### src/verilog/vtst_pkg.sv
// Package with offsets, bit positions, priorities and reset values.
package vtst_pkg;

  // Width of a program memory address and of a vector table entry.
  localparam int ADDR_W = 24;
  // Width of the boot segment limit field.
  localparam int BOOT_SEGMENT_LIMIT_W = 13;
  // Width of a vector number.
  localparam int VEC_W = 7;
  // Width of the register bus byte address.
  localparam int BUS_AW = 8;

  // Register byte offsets on the register bus.
  localparam logic [7:0] OFF_CTRL1 = 8'h00;
  localparam logic [7:0] OFF_CTRL2 = 8'h04;
  localparam logic [7:0] OFF_CTRL4 = 8'h08;
  localparam logic [7:0] OFF_SECCFG = 8'h0C;
  localparam logic [7:0] OFF_IRQ_STAT = 8'h10;
  localparam logic [7:0] OFF_IRQ_MASK = 8'h14;
  localparam logic [7:0] OFF_LAST_VEC = 8'h18;
  localparam logic [7:0] OFF_ALT_BASE = 8'h1C;

  // Generic trap flag positions in the first control register.
  localparam int B1_OSC = 1;
  localparam int B1_STACK = 2;
  localparam int B1_ADDR = 3;
  localparam int B1_MATH = 4;
  // Control bit positions in the second control register.
  localparam int B2_ALT_SEL = 8;
  localparam int B2_SOFT_EN = 13;
  // Hard trap source flag positions in the fourth control register.
  localparam int B4_SOFT = 0;
  localparam int B4_ECC = 1;
  // Fuse position in the security configuration word.
  localparam int BS_FUSE = 15;

  // Trap vector numbers.
  localparam logic [2:0] V_OSC = 3'h0;
  localparam logic [2:0] V_ADDR = 3'h1;
  localparam logic [2:0] V_HARD = 3'h2;
  localparam logic [2:0] V_STACK = 3'h3;
  localparam logic [2:0] V_MATH = 3'h4;
  // Number of trap events tracked in the interrupt status register.
  localparam int N_TRAP = 5;

  // Fixed natural priorities of the traps.
  localparam logic [3:0] P_OSC = 4'hF;
  localparam logic [3:0] P_ADDR = 4'hE;
  localparam logic [3:0] P_HARD = 4'hD;
  localparam logic [3:0] P_STACK = 4'hC;
  localparam logic [3:0] P_MATH = 4'hB;
  localparam logic [3:0] P_NONE = 4'h0;

  // Offset of vector 0 from its table base.
  localparam logic [23:0] VEC0_OFF = 24'h00_0004;
  // Size of one boot segment page, as a left shift.
  localparam int PAGE_SHIFT = 11;
  // Address where execution starts after any reset.
  localparam logic [23:0] RESET_PC = 24'h00_0000;

  // Reset value of every writable register word.
  localparam logic [31:0] REG_RST = 32'h0000_0000;
  // Bus responses.
  localparam logic [1:0] RESP_OKAY = 2'h0;
  localparam logic [1:0] RESP_SLVERR = 2'h2;

endpackage

### src/verilog/vtst_top.sv
// Vector table select and trap vector logic with an AXI4-Lite slave.
module vtst_top #(
  parameter int VEC_W = 7,
  parameter int BOOT_SEGMENT_LIMIT_W = 13
) (
  // Clock and synchronous active-low reset.
  input wire logic aclk,
  input wire logic aresetn,
  // AXI4-Lite write address and data.
  input wire logic [vtst_pkg::BUS_AW-1:0] s_axi_awaddr,
  input wire logic s_axi_awvalid,
  output logic s_axi_awready,
  input wire logic [31:0] s_axi_wdata,
  input wire logic [3:0] s_axi_wstrb,
  input wire logic s_axi_wvalid,
  output logic s_axi_wready,
  // AXI4-Lite write response.
  output logic [1:0] s_axi_bresp,
  output logic s_axi_bvalid,
  input wire logic s_axi_bready,
  // AXI4-Lite read channels.
  input wire logic [vtst_pkg::BUS_AW-1:0] s_axi_araddr,
  input wire logic s_axi_arvalid,
  output logic s_axi_arready,
  output logic [31:0] s_axi_rdata,
  output logic [1:0] s_axi_rresp,
  output logic s_axi_rvalid,
  input wire logic s_axi_rready,
  // Configuration word levels.
  input wire logic alt_table_fuse,
  input wire logic boot_seg_defined,
  input wire logic [BOOT_SEGMENT_LIMIT_W-1:0] boot_segment_limit,
  // One-cycle trap event pulses from the core.
  input wire logic osc_fail_evt,
  input wire logic addr_err_evt,
  input wire logic stack_err_evt,
  input wire logic divide_by_zero_error,
  input wire logic ecc_double_bit_trap,
  // Core vector fetch port.
  input wire logic vec_req,
  input wire logic [VEC_W-1:0] vec_num,
  output logic vec_ack_q,
  output logic [23:0] vec_addr_q,
  output logic vec_alt_q,
  // Pending trap towards the core.
  output logic trap_req_q,
  output logic [2:0] trap_vec_q,
  output logic [3:0] trap_prio_q,
  // Start address after reset and the interrupt line.
  output logic [23:0] start_pc_q,
  output logic irq_q
);

  // Control registers and interrupt status.
  logic [15:0] ctrl1_q;
  logic [15:0] ctrl2_q;
  logic [15:0] ctrl4_q;
  logic [vtst_pkg::N_TRAP-1:0] stat_q;
  logic [vtst_pkg::N_TRAP-1:0] mask_q;
  // Write channel capture.
  logic aw_got_q;
  logic w_got_q;
  logic [vtst_pkg::BUS_AW-1:0] awaddr_q;
  logic [31:0] wdata_q;
  logic [3:0] wstrb_q;
  // Write strobe and lane-masked data.
  logic do_wr;
  logic [31:0] wmask;
  logic [31:0] wd;
  // Per-register write selects.
  logic wr1;
  logic wr2;
  logic wr4;
  logic wrst;
  logic wrmk;
  // Trap pending terms.
  logic hard_pend;
  logic [vtst_pkg::N_TRAP-1:0] trap_evt;
  // Generator outputs.
  logic alt_en;
  logic [23:0] alt_base;
  logic [23:0] calc_addr;
  // Register select of the read address, bit 3 flags a hit.
  logic [3:0] rd_sel;

  // Decodes a byte address into a register select, bit 3 flags a hit.
  function automatic logic [3:0] reg_sel(
    input logic [vtst_pkg::BUS_AW-1:0] a);
    logic [3:0] s;
    s = 4'h0;
    unique case (a)
      vtst_pkg::OFF_CTRL1: s = 4'h8;
      vtst_pkg::OFF_CTRL2: s = 4'h9;
      vtst_pkg::OFF_CTRL4: s = 4'hA;
      vtst_pkg::OFF_SECCFG: s = 4'hB;
      vtst_pkg::OFF_IRQ_STAT: s = 4'hC;
      vtst_pkg::OFF_IRQ_MASK: s = 4'hD;
      vtst_pkg::OFF_LAST_VEC: s = 4'hE;
      vtst_pkg::OFF_ALT_BASE: s = 4'hF;
      default: s = 4'h0;
    endcase
    return s;
  endfunction

  // A function result cannot be bit-selected, so the read select is a net.
  assign rd_sel = reg_sel(s_axi_araddr);

  // The address generator shared by every fetch.
  vtst_vec_calc #(.VEC_W(VEC_W), .BOOT_SEGMENT_LIMIT_W(BOOT_SEGMENT_LIMIT_W)) u_calc (
    .alt_table_select(ctrl2_q[vtst_pkg::B2_ALT_SEL]),
    .alt_table_fuse(alt_table_fuse),
    .boot_seg_defined(boot_seg_defined),
    .boot_segment_limit(boot_segment_limit),
    .vec_num(vec_num),
    .alt_en(alt_en),
    .alt_table_base(alt_base),
    .vec_addr(calc_addr)
  );

  // A write completes once both address and data are held.
  always_comb begin
    do_wr = aw_got_q & w_got_q & ~s_axi_bvalid;
    for (int i = 0; i < 4; i++) begin
      wmask[8*i +: 8] = {8{wstrb_q[i]}};
    end
    wd = wdata_q & wmask;
    wr1 = do_wr & (reg_sel(awaddr_q) == 4'h8);
    wr2 = do_wr & (reg_sel(awaddr_q) == 4'h9);
    wr4 = do_wr & (reg_sel(awaddr_q) == 4'hA);
    wrst = do_wr & (reg_sel(awaddr_q) == 4'hC);
    wrmk = do_wr & (reg_sel(awaddr_q) == 4'hD);
  end

  // Write address and data are taken in either order.
  always_ff @(posedge aclk) begin
    if (!aresetn) begin
      aw_got_q <= 1'b0;
      w_got_q <= 1'b0;
      awaddr_q <= '0;
      wdata_q <= vtst_pkg::REG_RST;
      wstrb_q <= 4'h0;
      s_axi_awready <= 1'b0;
      s_axi_wready <= 1'b0;
      s_axi_bvalid <= 1'b0;
      s_axi_bresp <= vtst_pkg::RESP_OKAY;
    end else begin
      // Address channel is accepted once per transfer.
      if (s_axi_awvalid && s_axi_awready) begin
        aw_got_q <= 1'b1;
        awaddr_q <= s_axi_awaddr;
        s_axi_awready <= 1'b0;
      end else if (!aw_got_q && !s_axi_bvalid) begin
        s_axi_awready <= 1'b1;
      end
      // Data channel likewise.
      if (s_axi_wvalid && s_axi_wready) begin
        w_got_q <= 1'b1;
        wdata_q <= s_axi_wdata;
        wstrb_q <= s_axi_wstrb;
        s_axi_wready <= 1'b0;
      end else if (!w_got_q && !s_axi_bvalid) begin
        s_axi_wready <= 1'b1;
      end
      // Response follows both; unmapped or read-only words answer SLVERR.
      if (do_wr) begin
        aw_got_q <= 1'b0;
        w_got_q <= 1'b0;
        s_axi_bvalid <= 1'b1;
        s_axi_bresp <= (wr1 | wr2 | wr4 | wrst | wrmk) ?
                       vtst_pkg::RESP_OKAY : vtst_pkg::RESP_SLVERR;
      end else if (s_axi_bvalid && s_axi_bready) begin
        s_axi_bvalid <= 1'b0;
      end
    end
  end

  // Generic trap flags: hardware set wins over a write-one clear.
  always_ff @(posedge aclk) begin
    if (!aresetn) begin
      ctrl1_q <= vtst_pkg::REG_RST[15:0];
    end else begin
      ctrl1_q[vtst_pkg::B1_OSC] <= osc_fail_evt
        | (ctrl1_q[vtst_pkg::B1_OSC] & ~(wr1 & wd[vtst_pkg::B1_OSC]));
      ctrl1_q[vtst_pkg::B1_ADDR] <= addr_err_evt
        | (ctrl1_q[vtst_pkg::B1_ADDR] & ~(wr1 & wd[vtst_pkg::B1_ADDR]));
      ctrl1_q[vtst_pkg::B1_STACK] <= stack_err_evt
        | (ctrl1_q[vtst_pkg::B1_STACK] & ~(wr1 & wd[vtst_pkg::B1_STACK]));
      ctrl1_q[vtst_pkg::B1_MATH] <= divide_by_zero_error
        | (ctrl1_q[vtst_pkg::B1_MATH] & ~(wr1 & wd[vtst_pkg::B1_MATH]));
    end
  end

  // Table select and soft trap enable are plain read/write bits.
  always_ff @(posedge aclk) begin
    if (!aresetn) begin
      ctrl2_q <= vtst_pkg::REG_RST[15:0];
    end else if (wr2) begin
      ctrl2_q[vtst_pkg::B2_ALT_SEL] <= wd[vtst_pkg::B2_ALT_SEL];
      ctrl2_q[vtst_pkg::B2_SOFT_EN] <= wd[vtst_pkg::B2_SOFT_EN];
    end
  end

  // Hard trap sources: ECC is sticky write-one-clear, soft is read/write.
  always_ff @(posedge aclk) begin
    if (!aresetn) begin
      ctrl4_q <= vtst_pkg::REG_RST[15:0];
    end else begin
      ctrl4_q[vtst_pkg::B4_ECC] <= ecc_double_bit_trap
        | (ctrl4_q[vtst_pkg::B4_ECC] & ~(wr4 & wd[vtst_pkg::B4_ECC]));
      if (wr4 && wstrb_q[0]) begin
        ctrl4_q[vtst_pkg::B4_SOFT] <= wd[vtst_pkg::B4_SOFT];
      end
    end
  end

  // Trap events in vector order feed the interrupt status.
  always_comb begin
    hard_pend = ctrl4_q[vtst_pkg::B4_ECC] | (ctrl4_q[vtst_pkg::B4_SOFT]
                & ctrl2_q[vtst_pkg::B2_SOFT_EN]);
    trap_evt = {divide_by_zero_error, stack_err_evt,
                ecc_double_bit_trap | (wr4 & wd[vtst_pkg::B4_SOFT]),
                addr_err_evt, osc_fail_evt};
  end

  // Sticky status, write-one clear, set wins; mask is read/write.
  always_ff @(posedge aclk) begin
    if (!aresetn) begin
      stat_q <= '0;
      mask_q <= '0;
      irq_q <= 1'b0;
    end else begin
      stat_q <= trap_evt
        | (stat_q & ~(wd[vtst_pkg::N_TRAP-1:0] & {vtst_pkg::N_TRAP{wrst}}));
      if (wrmk) begin
        mask_q <= wd[vtst_pkg::N_TRAP-1:0];
      end
      irq_q <= |(stat_q & mask_q);
    end
  end

  // Highest natural priority pending trap is offered to the core.
  always_ff @(posedge aclk) begin
    if (!aresetn) begin
      trap_req_q <= 1'b0;
      trap_vec_q <= vtst_pkg::V_OSC;
      trap_prio_q <= vtst_pkg::P_NONE;
    end else begin
      trap_req_q <= ctrl1_q[vtst_pkg::B1_OSC] | ctrl1_q[vtst_pkg::B1_ADDR]
        | hard_pend | ctrl1_q[vtst_pkg::B1_STACK] | ctrl1_q[vtst_pkg::B1_MATH];
      if (ctrl1_q[vtst_pkg::B1_OSC]) begin
        trap_vec_q <= vtst_pkg::V_OSC;
        trap_prio_q <= vtst_pkg::P_OSC;
      end else if (ctrl1_q[vtst_pkg::B1_ADDR]) begin
        trap_vec_q <= vtst_pkg::V_ADDR;
        trap_prio_q <= vtst_pkg::P_ADDR;
      end else if (hard_pend) begin
        trap_vec_q <= vtst_pkg::V_HARD;
        trap_prio_q <= vtst_pkg::P_HARD;
      end else if (ctrl1_q[vtst_pkg::B1_STACK]) begin
        trap_vec_q <= vtst_pkg::V_STACK;
        trap_prio_q <= vtst_pkg::P_STACK;
      end else if (ctrl1_q[vtst_pkg::B1_MATH]) begin
        trap_vec_q <= vtst_pkg::V_MATH;
        trap_prio_q <= vtst_pkg::P_MATH;
      end else begin
        trap_vec_q <= vtst_pkg::V_OSC;
        trap_prio_q <= vtst_pkg::P_NONE;
      end
    end
  end

  // Each fetch answers one cycle later with a 24-bit entry address.
  always_ff @(posedge aclk) begin
    if (!aresetn) begin
      vec_ack_q <= 1'b0;
      vec_addr_q <= vtst_pkg::RESET_PC;
      vec_alt_q <= 1'b0;
    end else begin
      vec_ack_q <= vec_req;
      if (vec_req) begin
        vec_addr_q <= calc_addr;
        vec_alt_q <= alt_en;
      end
    end
  end

  // Reset is not vectored: the core restarts at address zero.
  always_ff @(posedge aclk) begin
    start_pc_q <= vtst_pkg::RESET_PC;
  end

  // Read channel returns one word per request.
  always_ff @(posedge aclk) begin
    if (!aresetn) begin
      s_axi_arready <= 1'b0;
      s_axi_rvalid <= 1'b0;
      s_axi_rdata <= vtst_pkg::REG_RST;
      s_axi_rresp <= vtst_pkg::RESP_OKAY;
    end else if (s_axi_arvalid && s_axi_arready) begin
      s_axi_arready <= 1'b0;
      s_axi_rvalid <= 1'b1;
      s_axi_rresp <= rd_sel[3] ?
                     vtst_pkg::RESP_OKAY : vtst_pkg::RESP_SLVERR;
      unique case (rd_sel)
        4'h8: s_axi_rdata <= {16'h0000, ctrl1_q};
        4'h9: s_axi_rdata <= {16'h0000, ctrl2_q};
        4'hA: s_axi_rdata <= {16'h0000, ctrl4_q};
        4'hB: s_axi_rdata <= {16'h0000, alt_table_fuse, 2'h0,
                              boot_segment_limit};
        4'hC: s_axi_rdata <= {27'h000_0000, stat_q};
        4'hD: s_axi_rdata <= {27'h000_0000, mask_q};
        4'hE: s_axi_rdata <= {7'h00, vec_alt_q, vec_addr_q};
        4'hF: s_axi_rdata <= {7'h00, alt_en, alt_base};
        default: s_axi_rdata <= vtst_pkg::REG_RST;
      endcase
    end else if (s_axi_rvalid && s_axi_rready) begin
      s_axi_rvalid <= 1'b0;
      s_axi_arready <= 1'b1;
    end else if (!s_axi_rvalid) begin
      s_axi_arready <= 1'b1;
    end
  end
endmodule

### src/verilog/vtst_vec_calc.sv
// Vector fetch address generator for primary and alternate tables.
module vtst_vec_calc #(
  parameter int VEC_W = 7,
  parameter int BOOT_SEGMENT_LIMIT_W = 13
) (
  // Table selection controls.
  input wire logic alt_table_select,
  input wire logic alt_table_fuse,
  input wire logic boot_seg_defined,
  input wire logic [BOOT_SEGMENT_LIMIT_W-1:0] boot_segment_limit,
  // Requested vector number.
  input wire logic [VEC_W-1:0] vec_num,
  // Results.
  output logic alt_en,
  output logic [23:0] alt_table_base,
  output logic [23:0] vec_addr
);

  // Base plus page shift must fill the 24-bit address exactly.
  if (BOOT_SEGMENT_LIMIT_W + vtst_pkg::PAGE_SHIFT != vtst_pkg::ADDR_W) begin : g_chk_bs
    $error("vtst_vec_calc: boot segment limit width does not fit");
  end
  if (VEC_W < 3 || VEC_W > 12) begin : g_chk_vw
    $error("vtst_vec_calc: vector number width out of range");
  end

  // Complemented limit minus one, taken at the field width.
  logic [BOOT_SEGMENT_LIMIT_W-1:0] page_idx;
  // Twice the vector number, widened to an address.
  logic [23:0] vec_off;

  // The alternate table needs the fuse, the select bit and a boot segment.
  always_comb begin
    alt_en = alt_table_fuse & alt_table_select & boot_seg_defined;
  end

  // Alternate base sits at the start of the last boot segment page.
  always_comb begin
    page_idx = BOOT_SEGMENT_LIMIT_W'(~boot_segment_limit - 1'b1);
    alt_table_base = {page_idx, {vtst_pkg::PAGE_SHIFT{1'b0}}};
  end

  // Both tables share one layout, so only the base differs.
  always_comb begin
    vec_off = {{(24 - VEC_W - 1){1'b0}}, vec_num, 1'b0};
    vec_addr = (alt_en ? alt_table_base : 24'h00_0000)
               + vtst_pkg::VEC0_OFF + vec_off;
  end

endmodule
### config.mk
export PLATFORM = sky130hd
export DESIGN_NAME = vtst_top
export DESIGN_NICKNAME = d
export VERILOG_FILES = /design/src/verilog/vtst_pkg.sv /design/src/verilog/vtst_top.sv /design/src/verilog/vtst_vec_calc.sv
export SDC_FILE = /design/constraint.sdc
export NUM_CORES = 1
export LEC_CHECK = 0
export ABC_CLOCK_PERIOD_IN_PS = 2770
export BUFFER_PORTS_ARGS = -buffer_cell sky130_fd_sc_hd__buf_2
export CAP_MARGIN = 20
export CELL_PAD_IN_SITES_DETAIL_PLACEMENT = 1
export CELL_PAD_IN_SITES_GLOBAL_PLACEMENT = 2
export CORE_UTILIZATION = 31
export CTS_CLUSTER_DIAMETER = 60
export DETAILED_ROUTE_END_ITERATION = 8
export MAX_ROUTING_LAYER = met4
export PLACE_DENSITY = 0.9
export SYNTH_ARGS = -nofsm -noshare
export SYNTH_HDL_FRONTEND = slang
export SYNTH_HIERARCHICAL = 1
export SYNTH_SLANG_ARGS = --single-unit
### constraint.sdc
create_clock -name aclk -period 2.77 [get_ports aclk]
set_input_delay 0.4155 -clock aclk [delete_from_list [all_inputs] [get_ports aclk]]
set_output_delay 0.4155 -clock aclk [all_outputs]
set_load 0.03 [all_outputs]
==> impl_metrics.py, run 1 <==
metrics = {
    "finish": {
        "final_common_cell": "buf_2",
        "multi_input_area_um2": 2701,
        "nets": 804,
        "postLayoutCoreUtil_pct": 37.18,
        "synthToLayoutAreaGrowth_pct": 16.30,
        "final-seq-area_um2": 2162,
        "stdcell_count": 941,
        "final_cell_mix": "buf_2, dfxtp_1, nand2_1",
        "fillCellCount": 2032,
        "drive_gt1_share_pct": 23.61,
    },
    "sta": {
        "period_needed_ns": 1.680,
        "relSlewSlack_pct": 44.89,
        "finalHoldViolCount": 0,
        "fin_skew_ns": 0.009320,
        "finalSetupViolCount": 0,
        "fmax_ghz": 0.5951,
        "drv_slew": 0,
        "timing.final.crit_share_pct": 60.66,
        "worstMarginPinSlew_ns": 0.8266,
        "worst_slack_ns": 1.090,
        "rsz0062_at_grt": "no",
        "tns_ns": 0,
    },
    "yosys": {
        "synth_seq_cells": 108,
        "ys_top_cells_by_area": "dfxtp_1, mux2i_1, buf_4",
        "synthCells": 605,
        "yosysWarnings": 6,
        "synth_top_area_share_pct": 40.64,
        "synth_ff_type": "dfxtp_1",
        "synth_top_area_cell": "dfxtp_1",
        "muxShareOfSynthArea_pct": 11.99,
        "seq_area_frac_synth_pct": 40.64,
        "synth-compound-area-share_pct": 13.22,
        "synth_area_um2": 5320,
        "synth_xor_area_share_pct": 2.140,
        "avgSynthCellArea_um2": 8.794,
        "synth.distinct_cells": 62,
        "synth_top_family_by_area": "simple AND/OR/NAND/NOR gates",
        "synthAdderAreaFrac_pct": 0.4704,
        "synth-edff-count": 0,
        "yosys.area_share.simple_pct": 19.64,
        "async_flop_share_pct": 0,
    },
    "global_routing": {
        "antenna_found_initial": 1,
        "grt_pass1_vias": 4364,
        "grt-ovfl-total": 0,
        "grt_max_degree": 32,
        "grt_pass1_wl_mm": 22.44,
        "track_usage_pct": 16.78,
    },
    "min_path": {
        "holdCritStartpoint": "s_axi_wdata[1]",
        "hp-class": "input pin to register",
    },
    "clock_network": {
        "cts_sinks": 108,
        "cts_tree": "done",
        "cts_made_buffers": 9,
        "clk_latency_ns": 0.36,
        "holdBufCountCts": 0,
        "post-cts-setup-buffers": 0,
        "h-tree-depth": 3,
        "path_clk_slew_ns": 0.07,
        "cts_root_buf": "clkbuf_16",
        "clockBufferDepth": 2,
        "ctsResizeCount": 0,
    },
    "placement": {
        "io_buffers": 126,
        "dp_hpwl_mm": 10.64,
        "place_worst_setup_slack_ns": 0.8562,
        "gp_congestion": 0.7685,
        "place_inst": 924,
    },
    "worst_setup_path": {
        "cp-startpoint": "ctrl2_q[8]",
        "critical_path_required_ns": 3.07,
        "crit_chain": "nand3_1, inv_1, nand2_1, mux2i_1, mux2i_1, nor2_1",
        "crit_type": "register to register",
        "r2r_cells": 6,
        "reg2reg_slack_ns": 1.09,
        "crit_buf_inv": 1,
        "cp_common_cell": "mux2i_1",
        "end_kind": "register",
        "cp.depth": 6,
        "crit_fanout": 16,
        "critical_path.max_stage_delay_ns": 0.47,
        "worst_path_max_delay_cell": "inv_1",
        "worst_setup_path_start_kind": "register",
        "endpoint": "vec_addr_q[23]",
        "cp_top_family": "simple AND/OR/NAND/NOR gates",
        "arrival_ns": 1.98,
        "worstReg2RegStart": "ctrl2_q[8]",
        "rr_endpoint": "vec_addr_q[23]",
    },
    "power_and_ir_drop": {
        "power_per_cell_area_nw_per_um2": 559.2,
        "pwr-share-comb_pct": 13.9,
        "switchingPower_uw": 981.5,
        "p_clk_share_pct": 38.3,
        "power.leakage_nw": 2.755,
        "p_total_mw": 3.460,
        "p_int_mw": 2.478,
        "ir_drop_v": 0.0003615,
        "p_sw_share_pct": 28.37,
        "sequentialPowerShare_pct": 47.7,
    },
    "route": {
        "finalWirelength_mm": 14.15,
        "drtIter0Drc": 126,
        "first_pass_iters": 4,
        "ant_nets": 0,
        "via_per_inst": 4.714,
        "via_count": 4436,
        "routedWlPerCell_um": 15.03,
        "drc": 0,
    },
    "floorplanning": {
        "dieHeight_um": 133,
        "die_w_um": 133,
        "die_area_um2": 17690,
        "rows": 47,
        "coreArea_um2": 16640,
        "io_pins": 187,
        "start_util_pct": 31.97,
    },
    "status": {
        "status": "finished, final reports clean",
    },
    "job": {
        "cap_violations": 0,
    },
}
[Yosys cell counts (5+ instances only)]
library cell	count
dfxtp_1	108
nand2_1	71
mux2i_1	57
nor2_1	55
buf_4	54
a21oi_1	37
o21ai_0	20
o21ai_1	20
nand3_1	16
a31oi_1	13
clkbuf_1	13
inv_1	13
nor3_1	10
and2_1	9
nand2b_1	8
buf_2	7
nand4_1	7
xor2_1	7
xnor2_1	6
clkbuf_8	5
nor3b_1	5
o31ai_1	5
[worst reg2reg max path, stage by stage (launching register included)]
cell,delay [ns]
dfxtp_1,0.41
nand3_1,0.24
inv_1,0.47
nand2_1,0.13
mux2i_1,0.17
mux2i_1,0.09
nor2_1,0.11
[cell type report]
type,instances,share of cell area [%]
Clock buffer,10,3.701
Timing Repair Buffer,134,11.16
Antenna cell,1,0.04044
Inverter,15,0.9100
Sequential cell,108,34.94
Tap cell,220,4.449
Clock inverter,6,1.132
Multi-Input combinational cell,447,43.66
[power by group through the flow]
stage                     registers (mW)  logic (mW)  clock network, mW
after global routing                1.66       0.530               1.43
after floorplan                     1.73       0.353                  0
after global placement              1.69       0.480                  0
after detailed placement            1.69       0.486                  0
after CTS                           1.65       0.488               1.37
final                               1.65       0.483               1.33
[through the flow]
step	instance area (um^2)	hold slack [ns]
after global placement	5886	0.4326
after global routing	6187	0.2850
after detailed placement	5886	0.4410
final	6187	0.2893
after CTS	6185	0.2774
after floorplan	5489	0.4364
[registers in the layout (all words and copies together) (netlist names), 2 cells and up, named ones only]
| signal | flops |
|---|---|
| awaddr_q | 8 |
| ctrl2_q | 2 |
| stat_q | 5 |
| ctrl4_q | 2 |
| wdata_q | 7 |
| mask_q | 5 |
| s_axi_rdata | 25 |
| ctrl1_q | 4 |
| trap_prio_q | 4 |
| vec_addr_q | 24 |
| trap_vec_q | 3 |
| wstrb_q | 2 |
[how the worst min path moves through the flow]
stage / end / slack [ns] / cells past startpoint
detailed placement: s_axi_rdata[17] / 0.44 / 2
global route: wdata_q[4] / 0.28 / 3
finish: wdata_q[1] / 0.29 / 3
floorplan: wdata_q[1] / 0.44 / 2
CTS: wdata_q[1] / 0.28 / 3
global placement: s_axi_rdata[13] / 0.43 / 2
[cells by family after synthesis]
group	after synthesis
buf+inv	95
other cells	2
xor+xnor	13
compound gates	118
flops	108
fa+ha+maj	2
mux	62
simple gates	205
[layer usage]
layer	wire (um)	share of wire, %	GRT usage (%)
met3	686	4.8	4.713
met4	106	0.75	3.065
met5	0	0	-
met2	6926	49	28.56
met1	6427	45	19.74
Power figures use the tool's default switching activity.
==> inputs of run 2 (changes only) <==
Settings changed: ABC_CLOCK_PERIOD_IN_PS 2770 to 1500, CORE_UTILIZATION 31 to 26, PLACE_DENSITY 0.9 to 0.81.
Clock period 2.77 ns to 1.5 ns, I/O delays scaled along.
==> run 2 against run 1 <==
Sequential power is 85% higher. Largest power group unchanged. Register-to-register slack worse by 1.1 ns. Combinational power is 98% higher.
==> impl_metrics.py, run 2 (same netlist as run 1, synthesis figures left out) <==
metrics = {
    "clock_network": {
        "cts_sinks": 108,
        "h-tree-depth": 3,
        "clk_latency_ns": 0.36,
        "cts_root_buf": "clkbuf_16",
        "path_clk_slew_ns": 0.08,
        "cts_tree": "done",
        "cts_made_buffers": 9,
        "clockBufferDepth": 2,
        "post-cts-setup-buffers": 0,
    },
    "global_routing": {
        "use_met2_pct": 23.94,
        "grt_pass1_wl_mm": 23.67,
        "grt_pass1_vias": 4334,
        "busiest_layer": "met2",
        "met3_usage_pct": 3.428,
        "track_usage_pct": 14.85,
        "antenna_found_initial": 1,
        "grt_max_degree": 51,
        "grt-ovfl-total": 0,
        "globalRouteMet1Util_pct": 18.53,
    },
    "worst_setup_path": {
        "critical_path.max_stage_delay_ns": 0.34,
        "worst_setup_path_start_kind": "register",
        "cp-startpoint": "awaddr_q[7]",
        "crit_fanout": 7,
        "crit_buf_inv": 1,
        "cp.depth": 5,
        "crit_type": "register to register",
        "worst_path_max_delay_cell": "dfxtp_2",
        "cp_top_family": "simple AND/OR/NAND/NOR gates",
        "r2r_cells": 5,
        "arrival_ns": 1.72,
        "worstReg2RegStart": "awaddr_q[7]",
        "crit_chain": "nor4b_4, buf_4, nand4b_1, o21ai_1, a21oi_1",
        "end_kind": "register",
        "critical_path_required_ns": 1.75,
    },
    "floorplanning": {
        "die_w_um": 145.0,
        "die_area_um2": 21040,
        "coreArea_um2": 19780,
        "rows": 51,
        "io_pins": 187,
        "start_util_pct": 26.89,
        "dieHeight_um": 145.0,
    },
    "placement": {
        "gp_congestion": 0.8061,
        "place_inst": 991,
        "io_buffers": 126,
        "dp_hpwl_mm": 11.56,
        "place_worst_setup_slack_ns": -0.03373,
    },
    "finish": {
        "largest_reg_flops": 25,
        "final_common_cell": "buf_2",
        "synthToLayoutAreaGrowth_pct": 21.90,
        "final_cell_mix": "buf_2, dfxtp_1, nand2_1",
        "top_regs": "s_axi_rdata x25, vec_addr_q x24, awaddr_q x8",
        "top_register": "s_axi_rdata",
        "drive_gt1_share_pct": 26.42,
        "nets": 826,
        "stdcell_count": 1008,
    },
    "sta": {
        "tns_ns": 0,
        "hold_ws_ns": 0.09402,
        "period_needed_ns": 1.473,
        "rsz0062_at_grt": "yes",
        "timing.final.crit_share_pct": 98.20,
        "finalHoldViolCount": 0,
        "worst_slack_ns": 0.02696,
        "finalSetupViolCount": 0,
        "fmax_ghz": 0.6789,
        "fin_skew_ns": 0.009126,
        "drv_slew": 0,
    },
    "route": {
        "ant_nets": 0,
        "via_per_inst": 4.444,
        "drc": 0,
        "finalWirelength_mm": 14.98,
        "drtIter0Drc": 131,
        "first_pass_iters": 4,
        "via_count": 4480,
        "routedWlPerCell_um": 14.86,
    },
    "min_path": {
        "hp-class": "input pin to register",
        "holdCritStartpoint": "s_axi_awaddr[7]",
        "whs_path_depth": 3,
    },
    "job": {
        "cap_violations": 0,
    },
    "power_and_ir_drop": {
        "ir_drop_v": 0.0006137,
        "power_per_cell_area_nw_per_um2": 999.9,
        "power.leakage_nw": 2.884,
    },
    "status": {
        "status": "finished, final reports clean",
    },
}
run 2: metrics by stage:
step | cell area (um^2) | power [mW] | util, %
after floorplan | 5492 | 3.844 | -
after global placement | 6171 | 4.072 | 31.20
after detailed placement | 6171 | 4.088 | 31.20
after CTS | 6471 | 6.595 | 32.71
after global routing | 6485 | 6.806 | 32.78
final | 6485 | 6.484 | 32.78
run 2: path summary, 6_finish.rpt:
check                    end  slack [ns]
max                stat_q[2]        0.03
min              awaddr_q[7]        0.09
max reg2reg        stat_q[2]        0.03
min reg2reg  s_axi_rdata[11]        0.45
run 2: final cells by class:
type / instances / area (um^2)
fill: 2417 / 13300
multi-input combinational: 447 / 2711
sequential: 108 / 2165
timing repair buffer: 156 / 918.4
tap: 265 / 331.6
clock buffer: 10 / 229.0
clock inverter: 6 / 71.32
inverter: 15 / 56.30
antenna: 1 / 2.502
run 2: worst min-delay path: stages:
cell and delay (ns):
buf_2 0.10, nand2_1 0.05, a21oi_1 0.05
run 2: power breakdown:
group          switching (mW)  total (mW)  internal [mW]
sequential             0.0856        3.05           2.97
combinational           0.613       0.956          0.343
clock                    1.16        2.47           1.32
total                    1.85        6.48           4.63
run 2: layer usage:
layer  part of all wire, %  wire [um]
met1                    46       6963
met2                    47       7086
met3                   5.1        765
met4                   1.1        167
met5                     0          0
run 2: what timing repair did:
item,CTS,global route
gates resized for setup,0,8
hold buffers,0,0
setup endpoints to repair,0,13
==> inputs of run 3 (changes only) <==
Settings changed: CORE_UTILIZATION 26 to 27, CTS_BUF_LIST from default to sky130_fd_sc_hd__clkbuf_8, PLACE_DENSITY 0.81 to 0.83.
==> run 3 against run 2 <==
Maximum frequency grew 1.4%. Critical path type unchanged. Clock skew grew 0.010 ns. Cell count shrank 0.79%. Non-clock buffer count shrank 4.
==> impl_metrics.py, run 3 (same netlist as run 1, synthesis figures left out) <==
metrics = {
    "floorplanning": {
        "dieHeight_um": 142.4,
        "start_util_pct": 27.97,
        "rows": 50,
        "die_area_um2": 20270,
        "io_pins": 187,
        "die_w_um": 142.4,
        "coreArea_um2": 19020,
    },
    "clock_network": {
        "cts_sinks": 108,
        "clockBufferDepth": 2,
        "cts_root_buf": "clkbuf_8",
        "h-tree-depth": 3,
        "post-cts-setup-buffers": 0,
        "cts_made_buffers": 9,
        "path_clk_slew_ns": 0.11,
        "clk_latency_ns": 0.40,
        "cts_tree": "done",
        "holdBufCountCts": 0,
    },
    "route": {
        "first_pass_iters": 4,
        "via_per_inst": 4.470,
        "drc": 0,
        "via_count": 4470,
        "drtIter0Drc": 142,
        "ant_nets": 0,
        "finalWirelength_mm": 15.17,
        "routedWlPerCell_um": 15.17,
    },
    "finish": {
        "fillCellCount": 2357,
        "synthToLayoutAreaGrowth_pct": 19.17,
        "top_register": "s_axi_rdata",
        "nets": 822,
        "largest_reg_flops": 25,
        "final_cell_mix": "buf_2, dfxtp_1, nand2_1",
        "drive_gt1_share_pct": 26.15,
        "final_common_cell": "buf_2",
        "top_regs": "s_axi_rdata x25, vec_addr_q x24, awaddr_q x8",
    },
    "global_routing": {
        "met3_usage_pct": 3.600,
        "grt_max_degree": 38,
        "antenna_found_initial": 3,
        "busiest_layer": "met2",
        "globalRouteMet1Util_pct": 19.16,
        "use_met2_pct": 26.01,
        "grt_pass1_vias": 4362,
        "grt_pass1_wl_mm": 23.62,
        "track_usage_pct": 15.71,
        "grt-ovfl-total": 0,
    },
    "status": {
        "status": "finished, final reports clean",
    },
    "sta": {
        "finalHoldViolCount": 0,
        "drv_slew": 0,
        "tns_ns": 0,
        "fin_skew_ns": 0.01918,
        "fmax_ghz": 0.6880,
        "worst_slack_ns": 0.04660,
        "period_needed_ns": 1.453,
        "rsz0062_at_grt": "yes",
        "finalSetupViolCount": 0,
        "timing.final.crit_share_pct": 96.89,
    },
    "placement": {
        "io_buffers": 126,
        "dp_hpwl_mm": 11.63,
        "place_worst_setup_slack_ns": -0.06127,
        "gp_congestion": 0.7955,
    },
    "worst_setup_path": {
        "arrival_ns": 1.75,
        "worst_setup_path_start_kind": "register",
        "cp-startpoint": "awaddr_q[7]",
        "end_kind": "register",
        "crit_fanout": 7,
        "crit_type": "register to register",
        "worstReg2RegStart": "awaddr_q[7]",
        "critical_path_required_ns": 1.80,
    },
    "power_and_ir_drop": {
        "ir_drop_v": 0.0004771,
        "power_per_cell_area_nw_per_um2": 928.3,
        "power.leakage_nw": 2.817,
    },
    "min_path": {
        "holdCritStartpoint": "s_axi_awaddr[5]",
        "hp-class": "input pin to register",
    },
    "job": {
        "cap_violations": 0,
    },
}
## run 3: area by class of cell
cell class / instances / area, um^2 / area share [%]
multi-input combinational: 447 / 2715 / 42.83
sequential: 108 / 2166 / 34.16
timing repair buffer: 152 / 875.8 / 13.81
tap: 260 / 325.3 / 5.131
clock buffer: 9 / 123.9 / 1.954
clock inverter: 7 / 72.57 / 1.145
inverter: 15 / 56.30 / 0.8881
antenna: 2 / 5.005 / 0.07894
## run 3: report_power, final
part	switching [mW]	internal, mW
Sequential	0.0861	2.97
Clock	1.09	0.782
Combinational	0.619	0.338
## run 3: critical path, stage by stage, from the launching register on
cell and delay (ns):
dfxtp_2 0.35, nor4b_4 0.27, buf_4 0.19, nand4b_1 0.25, o21ai_1 0.21, a21oi_1 0.08
## run 3: timing repair
| action | in CTS | in global routing |
|---|---|---|
| pin swaps | 0 | 7 |
| gates resized for setup | 1 | 10 |
| endpoints found under the setup margin | 1 | 22 |
## run 3: stage by stage
step	std cells	hold slack, ns	utilization (%)	total power, mW	cell area, um^2
6_report	1000	0.05271	33.34	5.885	6340
5_1_grt	1000	0.03404	33.34	6.192	6340
4_1_cts	998	0.03263	33.22	5.976	6319
3_5_place_dp	982	0.4393	32.19	4.086	6122
3_3_place_gp	982	0.4345	32.19	4.068	6122
2_1_floorplan	650	0.3412	-	3.844	5492
## run 3: worst paths after layout
| path | end | slack (ns) | cells after the start |
|---|---|---|---|
| worst max-delay path | stat_q[3] | 0.05 | 5 |
| worst min-delay path | awaddr_q[5] | 0.05 | 3 |
| worst min register to register | s_axi_rdata[22] | 0.45 | 2 |
| worst max register to register | stat_q[3] | 0.05 | 5 |
## run 3: metal layers
metal  wire length (um)  vias to the layer above
met5                  0                        -
li1                   -                     2254
met1               6986                     2088
met2               7176                      115
met4                174                        0
met3                828                       13
